### src/shared/dmw_pkg.sv
// How it works
// - First kick in long window starts normal timeout
// - Missed normal window gives reset pulse
// - Rising and falling kick edges both count
// - Unconnected kick input disables the watchdog
// - Flag follows comparator within about two microseconds
// - Long initial window after every reset event
// - Flag releases at once, no reset timeout
package dmw_pkg;
   localparam int unsigned CLK_HZ       = 25000000;
   localparam int unsigned LONG_MS      = 35000;
   localparam int unsigned NORMAL_MS    = 1120;
   localparam int unsigned RESET_MS     = 140;
   localparam int unsigned PF_DELAY_NS  = 2000;
   localparam int unsigned CLK_NS       = 1000000000 / CLK_HZ;
   localparam longint unsigned LONG_CYC   = longint'(LONG_MS) * (CLK_HZ / 1000);
   localparam longint unsigned NORMAL_CYC = longint'(NORMAL_MS) * (CLK_HZ / 1000);
   localparam longint unsigned RESET_CYC  = longint'(RESET_MS) * (CLK_HZ / 1000);
   localparam int unsigned PF_DELAY_CYC = PF_DELAY_NS / CLK_NS;
   localparam logic        RST_OUT_RESET = 1'b1;
   localparam logic        PF_FLAG_RESET = 1'b0;

   typedef enum logic [2:0] {
      DMW_LONG   = 3'b001,
      DMW_NORMAL = 3'b010,
      DMW_PULSE  = 3'b100
   } dmw_state_t;
endpackage

### src/dmw_watchdog.sv
module dmw_watchdog
   import dmw_pkg::*;
#(
   parameter int unsigned LONG_CYCLES   = 32'(LONG_CYC),
   parameter int unsigned NORMAL_CYCLES = 32'(NORMAL_CYC),
   parameter int unsigned RESET_CYCLES  = 32'(RESET_CYC),
   parameter int unsigned PF_CYCLES     = PF_DELAY_CYC
) (
   input  wire logic core_clk,           // Timebase, 25 MHz
   input  wire logic rstn,               // Async reset, active low
   input  wire logic watchdog_kick_in,   // Kick level from processor
   input  wire logic kick_open_in,       // High when kick pin is unconnected
   input  wire logic powerfail_sense_in, // Comparator: high when above reference
   output logic      wd_reset_q,         // Watchdog reset pulse, active high
   output logic      powerfail_flag_n    // Power-fail flag, active low
);
   dmw_state_t  state_q, state_d;
   // 32 bits hold the long window at the full timebase
   logic [31:0] cnt_q, cnt_d;
   logic        kick_q, kick_d;
   logic        rst_d;
   logic        edge_w;
   logic [15:0] pf_cnt_q, pf_cnt_d;
   logic        pf_q, pf_d;

   // Either polarity of transition counts; a pulse that falls between two core_clk edges is missed
   assign edge_w = (watchdog_kick_in != kick_q);

   always_comb begin
      state_d = state_q;
      cnt_d   = cnt_q + 32'h1;
      kick_d  = watchdog_kick_in;
      rst_d   = 1'b0;
      if (kick_open_in) begin
         // Held in long window so reconnecting starts safely
         state_d = DMW_LONG;
         cnt_d   = 32'h0;
      end else begin
         unique case (state_q)
            DMW_LONG: begin
               if (edge_w) begin
                  state_d = DMW_NORMAL;
                  cnt_d   = 32'h0;
               end else if (cnt_q >= LONG_CYCLES - 1) begin
                  // A boot that never kicks is taken as hung and reset too
                  state_d = DMW_PULSE;
                  cnt_d   = 32'h0;
                  rst_d   = 1'b1;
               end
            end
            DMW_NORMAL: begin
               if (edge_w) begin
                  cnt_d = 32'h0;
               end else if (cnt_q >= NORMAL_CYCLES - 1) begin
                  state_d = DMW_PULSE;
                  cnt_d   = 32'h0;
                  rst_d   = 1'b1;
               end
            end
            DMW_PULSE: begin
               // Kicks are ignored until the pulse has run its full length
               rst_d = 1'b1;
               if (cnt_q >= RESET_CYCLES - 1) begin
                  state_d = DMW_LONG;
                  cnt_d   = 32'h0;
                  rst_d   = 1'b0;
               end
            end
            default: begin
               state_d = DMW_LONG;
               cnt_d   = 32'h0;
            end
         endcase
      end
   end

   // Output rests high in reset so the host is held while the block restarts
   always_ff @(posedge core_clk or negedge rstn) begin
      if (!rstn) begin
         state_q    <= DMW_LONG;
         cnt_q      <= 32'h0;
         kick_q     <= 1'b0;
         wd_reset_q <= RST_OUT_RESET;
      end else begin
         state_q    <= state_d;
         cnt_q      <= cnt_d;
         kick_q     <= kick_d;
         wd_reset_q <= rst_d;
      end
   end

   // Falling sense is delayed to mimic comparator lag; recovery is immediate
   always_comb begin
      pf_d     = pf_q;
      pf_cnt_d = 16'h0;
      if (powerfail_sense_in) begin
         pf_d = 1'b1;
      end else if (pf_q) begin
         pf_cnt_d = pf_cnt_q + 16'h1;
         if (pf_cnt_q >= 16'(PF_CYCLES - 1)) begin
            pf_d     = 1'b0;
            pf_cnt_d = 16'h0;
         end
      end
   end

   always_ff @(posedge core_clk or negedge rstn) begin
      if (!rstn) begin
         pf_q     <= PF_FLAG_RESET;
         pf_cnt_q <= 16'h0;
      end else begin
         pf_q     <= pf_d;
         pf_cnt_q <= pf_cnt_d;
      end
   end

   assign powerfail_flag_n = pf_q;

   property p_normal_timeout;
      @(posedge core_clk) disable iff (!rstn)
      (state_q == DMW_NORMAL && cnt_q == NORMAL_CYCLES - 1 && !edge_w && !kick_open_in)
      |=> wd_reset_q && state_q == DMW_PULSE;
   endproperty
   a_normal_timeout: assert property (p_normal_timeout) else $error("missed timeout");

   property p_first_edge;
      @(posedge core_clk) disable iff (!rstn)
      (rstn && state_q == DMW_LONG && edge_w && !kick_open_in)
      |=> state_q == DMW_NORMAL && cnt_q == 0;
   endproperty
   a_first_edge: assert property (p_first_edge) else $error("no normal mode");

   property p_edge_restart;
      @(posedge core_clk) disable iff (!rstn)
      (state_q == DMW_NORMAL && edge_w && !kick_open_in) |=> cnt_q == 0 && !wd_reset_q;
   endproperty
   a_edge_restart: assert property (p_edge_restart) else $error("edge ignored");

   property p_disabled;
      @(posedge core_clk) disable iff (!rstn)
      (rstn && kick_open_in) |=> state_q == DMW_LONG && !wd_reset_q;
   endproperty
   a_disabled: assert property (p_disabled) else $error("watchdog not off");

   property p_pf_low;
      @(posedge core_clk) disable iff (!rstn)
      (!powerfail_sense_in)[*2] |-> ##1 !(pf_q && $past(pf_q) && pf_cnt_q == 0);
   endproperty
   a_pf_low: assert property (p_pf_low) else $error("flag stuck high");

   property p_pf_delay;
      @(posedge core_clk) disable iff (!rstn)
      (pf_q && !powerfail_sense_in && pf_cnt_q == 0) |-> ##[1:60] !pf_q || powerfail_sense_in;
   endproperty
   a_pf_delay: assert property (p_pf_delay) else $error("flag too slow");

   property p_pf_release;
      @(posedge core_clk) disable iff (!rstn)
      (rstn && powerfail_sense_in) |=> pf_q;
   endproperty
   a_pf_release: assert property (p_pf_release) else $error("flag release late");

   property p_pulse_end;
      @(posedge core_clk) disable iff (!rstn)
      (state_q == DMW_PULSE && !kick_open_in && cnt_q == RESET_CYCLES - 1)
      |=> state_q == DMW_LONG && !wd_reset_q;
   endproperty
   a_pulse_end: assert property (p_pulse_end) else $error("no long window");

   // Several antecedents also test the sampled rstn: at the release edge the flops still
   // hold their reset values, so a check launched there would judge stale outputs
   property p_long_hold;
      @(posedge core_clk) disable iff (!rstn)
      (rstn && state_q == DMW_LONG && !edge_w && !kick_open_in && cnt_q < LONG_CYCLES - 1)
      |=> state_q == DMW_LONG && !wd_reset_q;
   endproperty
   a_long_hold: assert property (p_long_hold) else $error("long window cut");

   property p_long_timeout;
      @(posedge core_clk) disable iff (!rstn)
      (state_q == DMW_LONG && cnt_q == LONG_CYCLES - 1 && !edge_w && !kick_open_in)
      |=> wd_reset_q && state_q == DMW_PULSE;
   endproperty
   a_long_timeout: assert property (p_long_timeout) else $error("long expiry lost");

   property p_normal_hold;
      @(posedge core_clk) disable iff (!rstn)
      (state_q == DMW_NORMAL && !edge_w && !kick_open_in && cnt_q < NORMAL_CYCLES - 1)
      |=> state_q == DMW_NORMAL && !wd_reset_q;
   endproperty
   a_normal_hold: assert property (p_normal_hold) else $error("normal too short");

   property p_pulse_hold;
      @(posedge core_clk) disable iff (!rstn)
      (state_q == DMW_PULSE && !kick_open_in && cnt_q < RESET_CYCLES - 1)
      |=> state_q == DMW_PULSE && wd_reset_q;
   endproperty
   a_pulse_hold: assert property (p_pulse_hold) else $error("pulse too short");

   property p_quiet;
      @(posedge core_clk) disable iff (!rstn)
      (rstn && $past(rstn) && state_q != DMW_PULSE) |-> !wd_reset_q;
   endproperty
   a_quiet: assert property (p_quiet) else $error("reset outside pulse");

   property p_pf_hold;
      @(posedge core_clk) disable iff (!rstn)
      (pf_q && !powerfail_sense_in && pf_cnt_q < 16'(PF_CYCLES - 1)) |=> pf_q;
   endproperty
   a_pf_hold: assert property (p_pf_hold) else $error("flag fell early");

   property p_pf_fall;
      @(posedge core_clk) disable iff (!rstn)
      (pf_q && !powerfail_sense_in && pf_cnt_q == 16'(PF_CYCLES - 1)) |=> !pf_q;
   endproperty
   a_pf_fall: assert property (p_pf_fall) else $error("flag did not fall");

   // Cover points for the main scenarios

   c_normal: cover property (@(posedge core_clk) state_q == DMW_NORMAL);
   c_pulse:  cover property (@(posedge core_clk) state_q == DMW_PULSE);
   c_pf:     cover property (@(posedge core_clk) $fell(pf_q));
   c_open:   cover property (@(posedge core_clk) kick_open_in && state_q == DMW_LONG);
   c_pf_up:  cover property (@(posedge core_clk) $rose(pf_q));
endmodule

### config.mk
export PLATFORM = sky130hd
export DESIGN_NAME = dmw_watchdog
export DESIGN_NICKNAME = d
export VERILOG_FILES = /design/src/shared/dmw_pkg.sv /design/src/dmw_watchdog.sv
export SDC_FILE = /design/constraint.sdc
export NUM_CORES = 1
export LEC_CHECK = 0
export BUFFER_PORTS_ARGS = -buffer_cell sky130_fd_sc_hd__buf_2
export CAP_MARGIN = 20
export CORE_MARGIN = 2
export CORE_UTILIZATION = 55
export DETAILED_ROUTE_END_ITERATION = 12
export HOLD_SLACK_MARGIN = 0.03
export PLACE_DENSITY = 0.74
export SLEW_MARGIN = 30
export SYNTH_ARGS = -nofsm -noshare
export SYNTH_HDL_FRONTEND = slang
export SYNTH_SLANG_ARGS = --single-unit
### constraint.sdc
create_clock -name core_clk -period 2.03 [get_ports core_clk]
set_input_delay 0.406 -clock core_clk [delete_from_list [all_inputs] [get_ports core_clk]]
set_output_delay 0.406 -clock core_clk [all_outputs]
set_load 0.05 [all_outputs]
* Word-level counts from Yosys, hierarchy flattened
Cells that the tools add are included.
** Operators by class
- Magnitude comparators :: 4
- $add $sub $neg :: 2
- Multipliers :: 0
- Equal/unequal tests :: 8
- Divide/modulo/power cells :: 0
- Muxes and demuxes :: 27
- Bitwise operators :: 0
- Reductions and logical operators :: 1
- Shifts and indexed selects :: 0
** Operators by type and width (count)
- 32-bit 2-to-1 mux :: 6
- 32-bit one-hot mux with 3 select lines :: 1
- 16-bit 2-to-1 mux :: 3
- 32-bit by 1-bit adder with 32-bit output, second input constant :: 1
- 32-bit by 22-bit greater-or-equal comparator with 1-bit output, second input constant :: 1
- 32-bit by 25-bit greater-or-equal comparator with 1-bit output, second input constant :: 1
- 32-bit by 30-bit greater-or-equal comparator with 1-bit output, second input constant :: 1
- 3-bit 2-to-1 mux :: 6
- 16-bit by 1-bit adder with 16-bit output, second input constant :: 1
- 16-bit by 6-bit greater-or-equal comparator with 1-bit output, second input constant :: 1
- 1-bit 2-to-1 mux :: 9
- 3-bit inequality test, second input constant :: 3
- 3-bit one-hot mux with 3 select lines :: 1
- 4-bit inequality test, second input constant :: 1
- 4-bit AND reduction :: 1
- 3-bit by 1-bit == test with 1-bit output, second input constant :: 1
- 3-bit by 2-bit == test with 1-bit output, second input constant :: 1
- 3-bit == test, second input constant :: 1
- 1-bit one-hot mux with 3 select lines :: 1
- 1-bit inequality test :: 1
** Storage, ports and cells
- Memory bits (writable) :: 0
- Flip-flop bits (word level) :: 54
- Bits of input ports :: 5
- Latch bits :: 0
- Memory bits (read-only) :: 0
- Memories kept :: 0

* Depth between registers and ports, before layout
- Depth after elaboration :: 5
- Gate-level depth with buffers :: 7
- Mapped depth without buffers :: 6

* Worst setup path after synthesis
No wires, ideal clock.
- Path kind :: register -> register
- Start point :: reg cnt_q[22]
- End point :: reg cnt_q[10]
- Library setup time :: 150 ps
- Clock period less this slack :: 2072 ps
- Path slack :: -42 ps
- Data required time :: 1880 ps
- Stages on the path, launching flop included :: 8
- Arrival time :: 1922 ps
- Path buffers :: 2
- Path through :: dfrtp_1 buf_6 or4b_4 nor4_4 a211oi_4 a31oi_4 buf_6 a211oi_2
** Between the ends
- Cells in the longest elaborated chain, start to end :: 5
- Elaborated cells between the ends (all ways) :: 10
- Those cells by class :: order compare: 3; mux: 7
** Ends and longest elaborated chain
- start, declared :: RTL line dmw_watchdog.sv:19 : logic [31:0] cnt_q, cnt_d;
- start signal, assigned :: RTL line dmw_watchdog.sv:86 : cnt_q <= cnt_d;
- 32-bit by 25-bit greater-or-equal comparator with 1-bit output or 32-bit by 30-bit greater-or-equal comparator with 1-bit output (tied branches) :: RTL line dmw_watchdog.sv:54, dmw_watchdog.sv:44
- 32-bit 2-to-1 mux (on tied branches) :: RTL line dmw_watchdog.sv:54, dmw_watchdog.sv:44
- 32-bit 2-to-1 mux (on tied branches) :: RTL line dmw_watchdog.sv:52, dmw_watchdog.sv:41
- 32-bit one-hot mux with 3 select lines * :: RTL line dmw_watchdog.sv:39 : unique case (state_q)
- 32-bit 2-to-1 mux * :: RTL line dmw_watchdog.sv:34 : if (kick_open_in) begin
- named net cnt_d[10] :: RTL line dmw_watchdog.sv:19
The timed path passes the listed nets; every way through them passes the cells marked *.
A chain may end at the register's enable or synchronous reset.

* Worst setup path in the final report
- Start point :: reg cnt_q[22]
- End point :: reg cnt_q[9]
Same word-level chain as after synthesis.

==> metrics.md <==
| Metric | Value |
|---|---|
| DRC viols | `0` |
| EDFF count, synth | `0` |
| Worst Setup End Kind | `register` |
| Register share of total power | `0.529` |
| Share of cells above drive strength 1 | `0.302` |
| First-pass GRT wire length | `roughly 11 mm` |
| CP arrival | `between 2000 and 2500 ps` |
| Clock skew | `roughly 8.6 ps` |
| Setup_tns | `-2110 ps` |
| Seq/Total Area, Yosys | `0.440` |
| Clock transition at the registers of the reported paths | `about 100 ps` |
| Worst vdd ir | `321 uV` |
| Routability cong. | `between 0.8 and 0.9` |
| Gr usage total | `0.231` |
| Max cap viols | `0` |
| Synth-to-Final Area Change | `17.7%` |
| R2r startpoint | `cnt_q[22]` |
| CTS Sinks | `between 50 and 60` |
| Yosys cell types | `50` |
| Outcome | `finished with violations` |
| Hold Fails Final Rpt | `0` |
| Ys flop type | `dfrtp_1` |
| RSZ-0062 raised after global routing | `yes` |
| Leakage Power | `roughly 0.0013 uW` |
| Crit-path max FO | `10` |
| Design Area, Final | `3620 um2` |
| Worst reg2reg path depth | `7` |
| Clock Latency Late Sink | `310 ps` |
| WL final | `approximately 6.5 mm` |
| Synth Instances | `282` |
| Vias per inst | `approximately 5.7` |
| Failing checks | `setup timing` |
| Vias in the first global route | `2378` |
| Post-route ant nets | `0` |
| Fin crit share | `1.04` |
| Die Span X | `between 70 and 80 um` |
| Async SR Flop Fraction | `1.00` |
| Clk pwr share | `0.300` |
| Net Sw Frac | `0.287` |
| Final setup fails | `30` |
| #FFs+latches synth | `54` |
| Die area | `slightly above 6000 um2` |
| Post-route setup slack | `-89.9 ps` |
| TritonCTS Buffers | `5` |
| DR WL/cell | `16.5 um` |
| CTS tree | `built` |
| DR pass1 iterations | `5` |
| Post-Place Cell Area | `between 3000 and 4000 um2` |
| Num rows | `27` |
| Critical Path Source Type | `register` |
| Dpl hpwl | `~4.3 mm` |
| Worst hold path type | `in -> async` |
| Core box area | `5440 um2` |
| Filler Cell Count | `approximately 420` |
| Area contributors post-synth | `dfrtp_1 42%, a211oi_2 12%, xnor2_1 6.8%, xor2_1 3.1%, nor2_1 2.2%` |
| Reg-to-Reg End | `cnt_q[9]` |
| Syn Area/Cell | `~11 um2` |
| Largest net degree at the start of global routing | `37` |
| Syn Std Cell Area | `about 3000 um2` |
| Final Max Slew Viols | `0` |
| Final net count | `roughly 330` |
| Max Clock Freq | `between 400 and 500 MHz` |
| Fin crit period | `2120 ps` |
| YS warnings | `0` |
| Buffers on Ports | `6` |
| I/O pins | `7` |
| Net switching power figure | `between 600 and 700 uW` |
| Power Dens Cells | `slightly below 600 nW/um2` |
| DR vias | `2220` |
| Die Y | `slightly below 80 um` |
| Iter 0 DRT Violations | `214` |
| Ant diodes | `0` |
| Clk buf depth | `2` |
| Post-CTS Hold Buffers | `0` |
| Critical path class | `reg -> reg` |
| H-tree depth | `2` |
| Combinational share of power | `0.172` |
| CTS root buffer | `clkbuf_8` |
| Reg2Reg Setup Slack | `-90 ps` |
| Gr ovfl total | `0` |
| Synth area leader | `dfrtp_1` |
| Initial Util | `0.565` |
| WP data required | `2230 ps` |
| Pre-CTS WS | `-66.0 ps` |
| Synth top area share | `0.423` |
| Internal power | `1540 uW` |
| Initial antenna violation count | `0` |
flip-flops by register name, indices dropped and copies added (netlist names):
name              cells
kick_q                1
state_q               3
wd_reset_q            1
pf_cnt_q             16
cnt_q                32
powerfail_flag_n      1
layout make-up:
class | count | area (um2) | area share
multi-input cells | 212 | 1680 | 0.464
flip-flops and latches | 54 | 1350 | 0.374
repair buffers | 36 | 368 | 0.102
well taps | 72 | 90.1 | 0.0249
clock buffers | 6 | 82.6 | 0.0228
inverters | 8 | 30.0 | 0.00830
clock inverters | 2 | 16.3 | 0.00450
routing by layer:
metal,share of wire,track usage
met5,0,0
met4,0.011,0.0667
met3,0.033,0.0409
met2,0.49,0.367
met1,0.46,0.328
Yosys cell counts, types with 3 or more instances:
master,count
dfrtp_1,52
a211oi_2,30
xnor2_1,24
nor2_1,18
nand2_1,16
nor3_1,13
nand3_1,12
xor2_1,11
clkbuf_1,8
inv_1,8
nor4_1,8
nand4_1,7
buf_2,6
buf_6,5
o21ai_0,5
a21oi_1,4
and4_1,4
ha_1,4
nor2b_1,4
nand2b_1,3
power by group through the flow:
stage / registers [uW] / clock network [uW] / logic, uW
finish: 1140 / 646 / 370
global route: 1140 / 693 / 401
CTS: 1140 / 656 / 364
detailed placement: 1160 / 0 / 337
global placement: 1160 / 0 / 336
floorplan: 1170 / 0 / 211
cells by family after synthesis:
kind of cell / after synthesis / synth area share
xor gates and xnor gates: 35 / 0.0997
other: 1 / 0.00122
and+or+nand+nor: 104 / 0.201
AOI/OAI and AO/OA: 57 / 0.194
DFF: 54 / 0.440
adders and majority gates: 4 / 0.0163
buffers and inverters: 27 / 0.0476
critical path, stage by stage (launching register included):
cell      delay (ps)
dfrtp_1          390
or4b_4           580
a211oi_4         270
o311ai_4         160
a31oi_4          230
buf_12           150
buf_12           150
a211oi_2          70
through the flow:
| stage | cells | hold slack (ps) | utilization | total power [uW] |
|---|---|---|---|---|
| global route | 390 | 49.5 | 0.665 | 2240 |
| global placement | 379 | 379 | 0.626 | 1490 |
| finish | 390 | 25.5 | 0.665 | 2160 |
| detailed placement | 379 | 385 | 0.626 | 1500 |
| floorplan | 293 | 110 | - | 1380 |
| CTS | 391 | 37.2 | 0.655 | 2160 |
cells in the final DEF, fill, tap and decap left out, drive strengths merged, types with 2 or more instances in the layout:
master and count:
a21boi 2, dfrtp 52, or4 3, nor3b 2
buf 35, and4 4, o21ai 5, nand3 12
nor4 10, conb 12, dfstp 2, nor3 13
o2111ai 2, clkbuf 7, nand4 7, xor2 11
nor4b 2, inv 9, nand2 16, a21oi 5
nor2b 4, a31oi 3, a211oi 32, o31a 2
nor2 18, and3 2, nand4b 3, xnor2 24
nand2b 3, ha 4
worst max-delay path by stage:
| stage | start | endpoint | slack (ps) | cells after the start |
|---|---|---|---|---|
| finish | cnt_q[22] | cnt_q[9] | -90 | 7 |
| global route | cnt_q[31] | cnt_q[17] | -160 | 8 |
| CTS | cnt_q[30] | cnt_q[22] | -30 | 7 |
| detailed placement | cnt_q[27] | state_q[2] | -70 | 6 |
| global placement | cnt_q[27] | cnt_q[11] | -30 | 7 |
| floorplan | cnt_q[22] | cnt_q[10] | 10 | 7 |
what timing repair did:
action                     CTS  global route
cloned                       1             1
pin swaps                    4             3
setup endpoints to repair   32            33
buffers inserted             3             1
resized for setup            4            17
No activity file was read; power rests on OpenSTA's default activity.
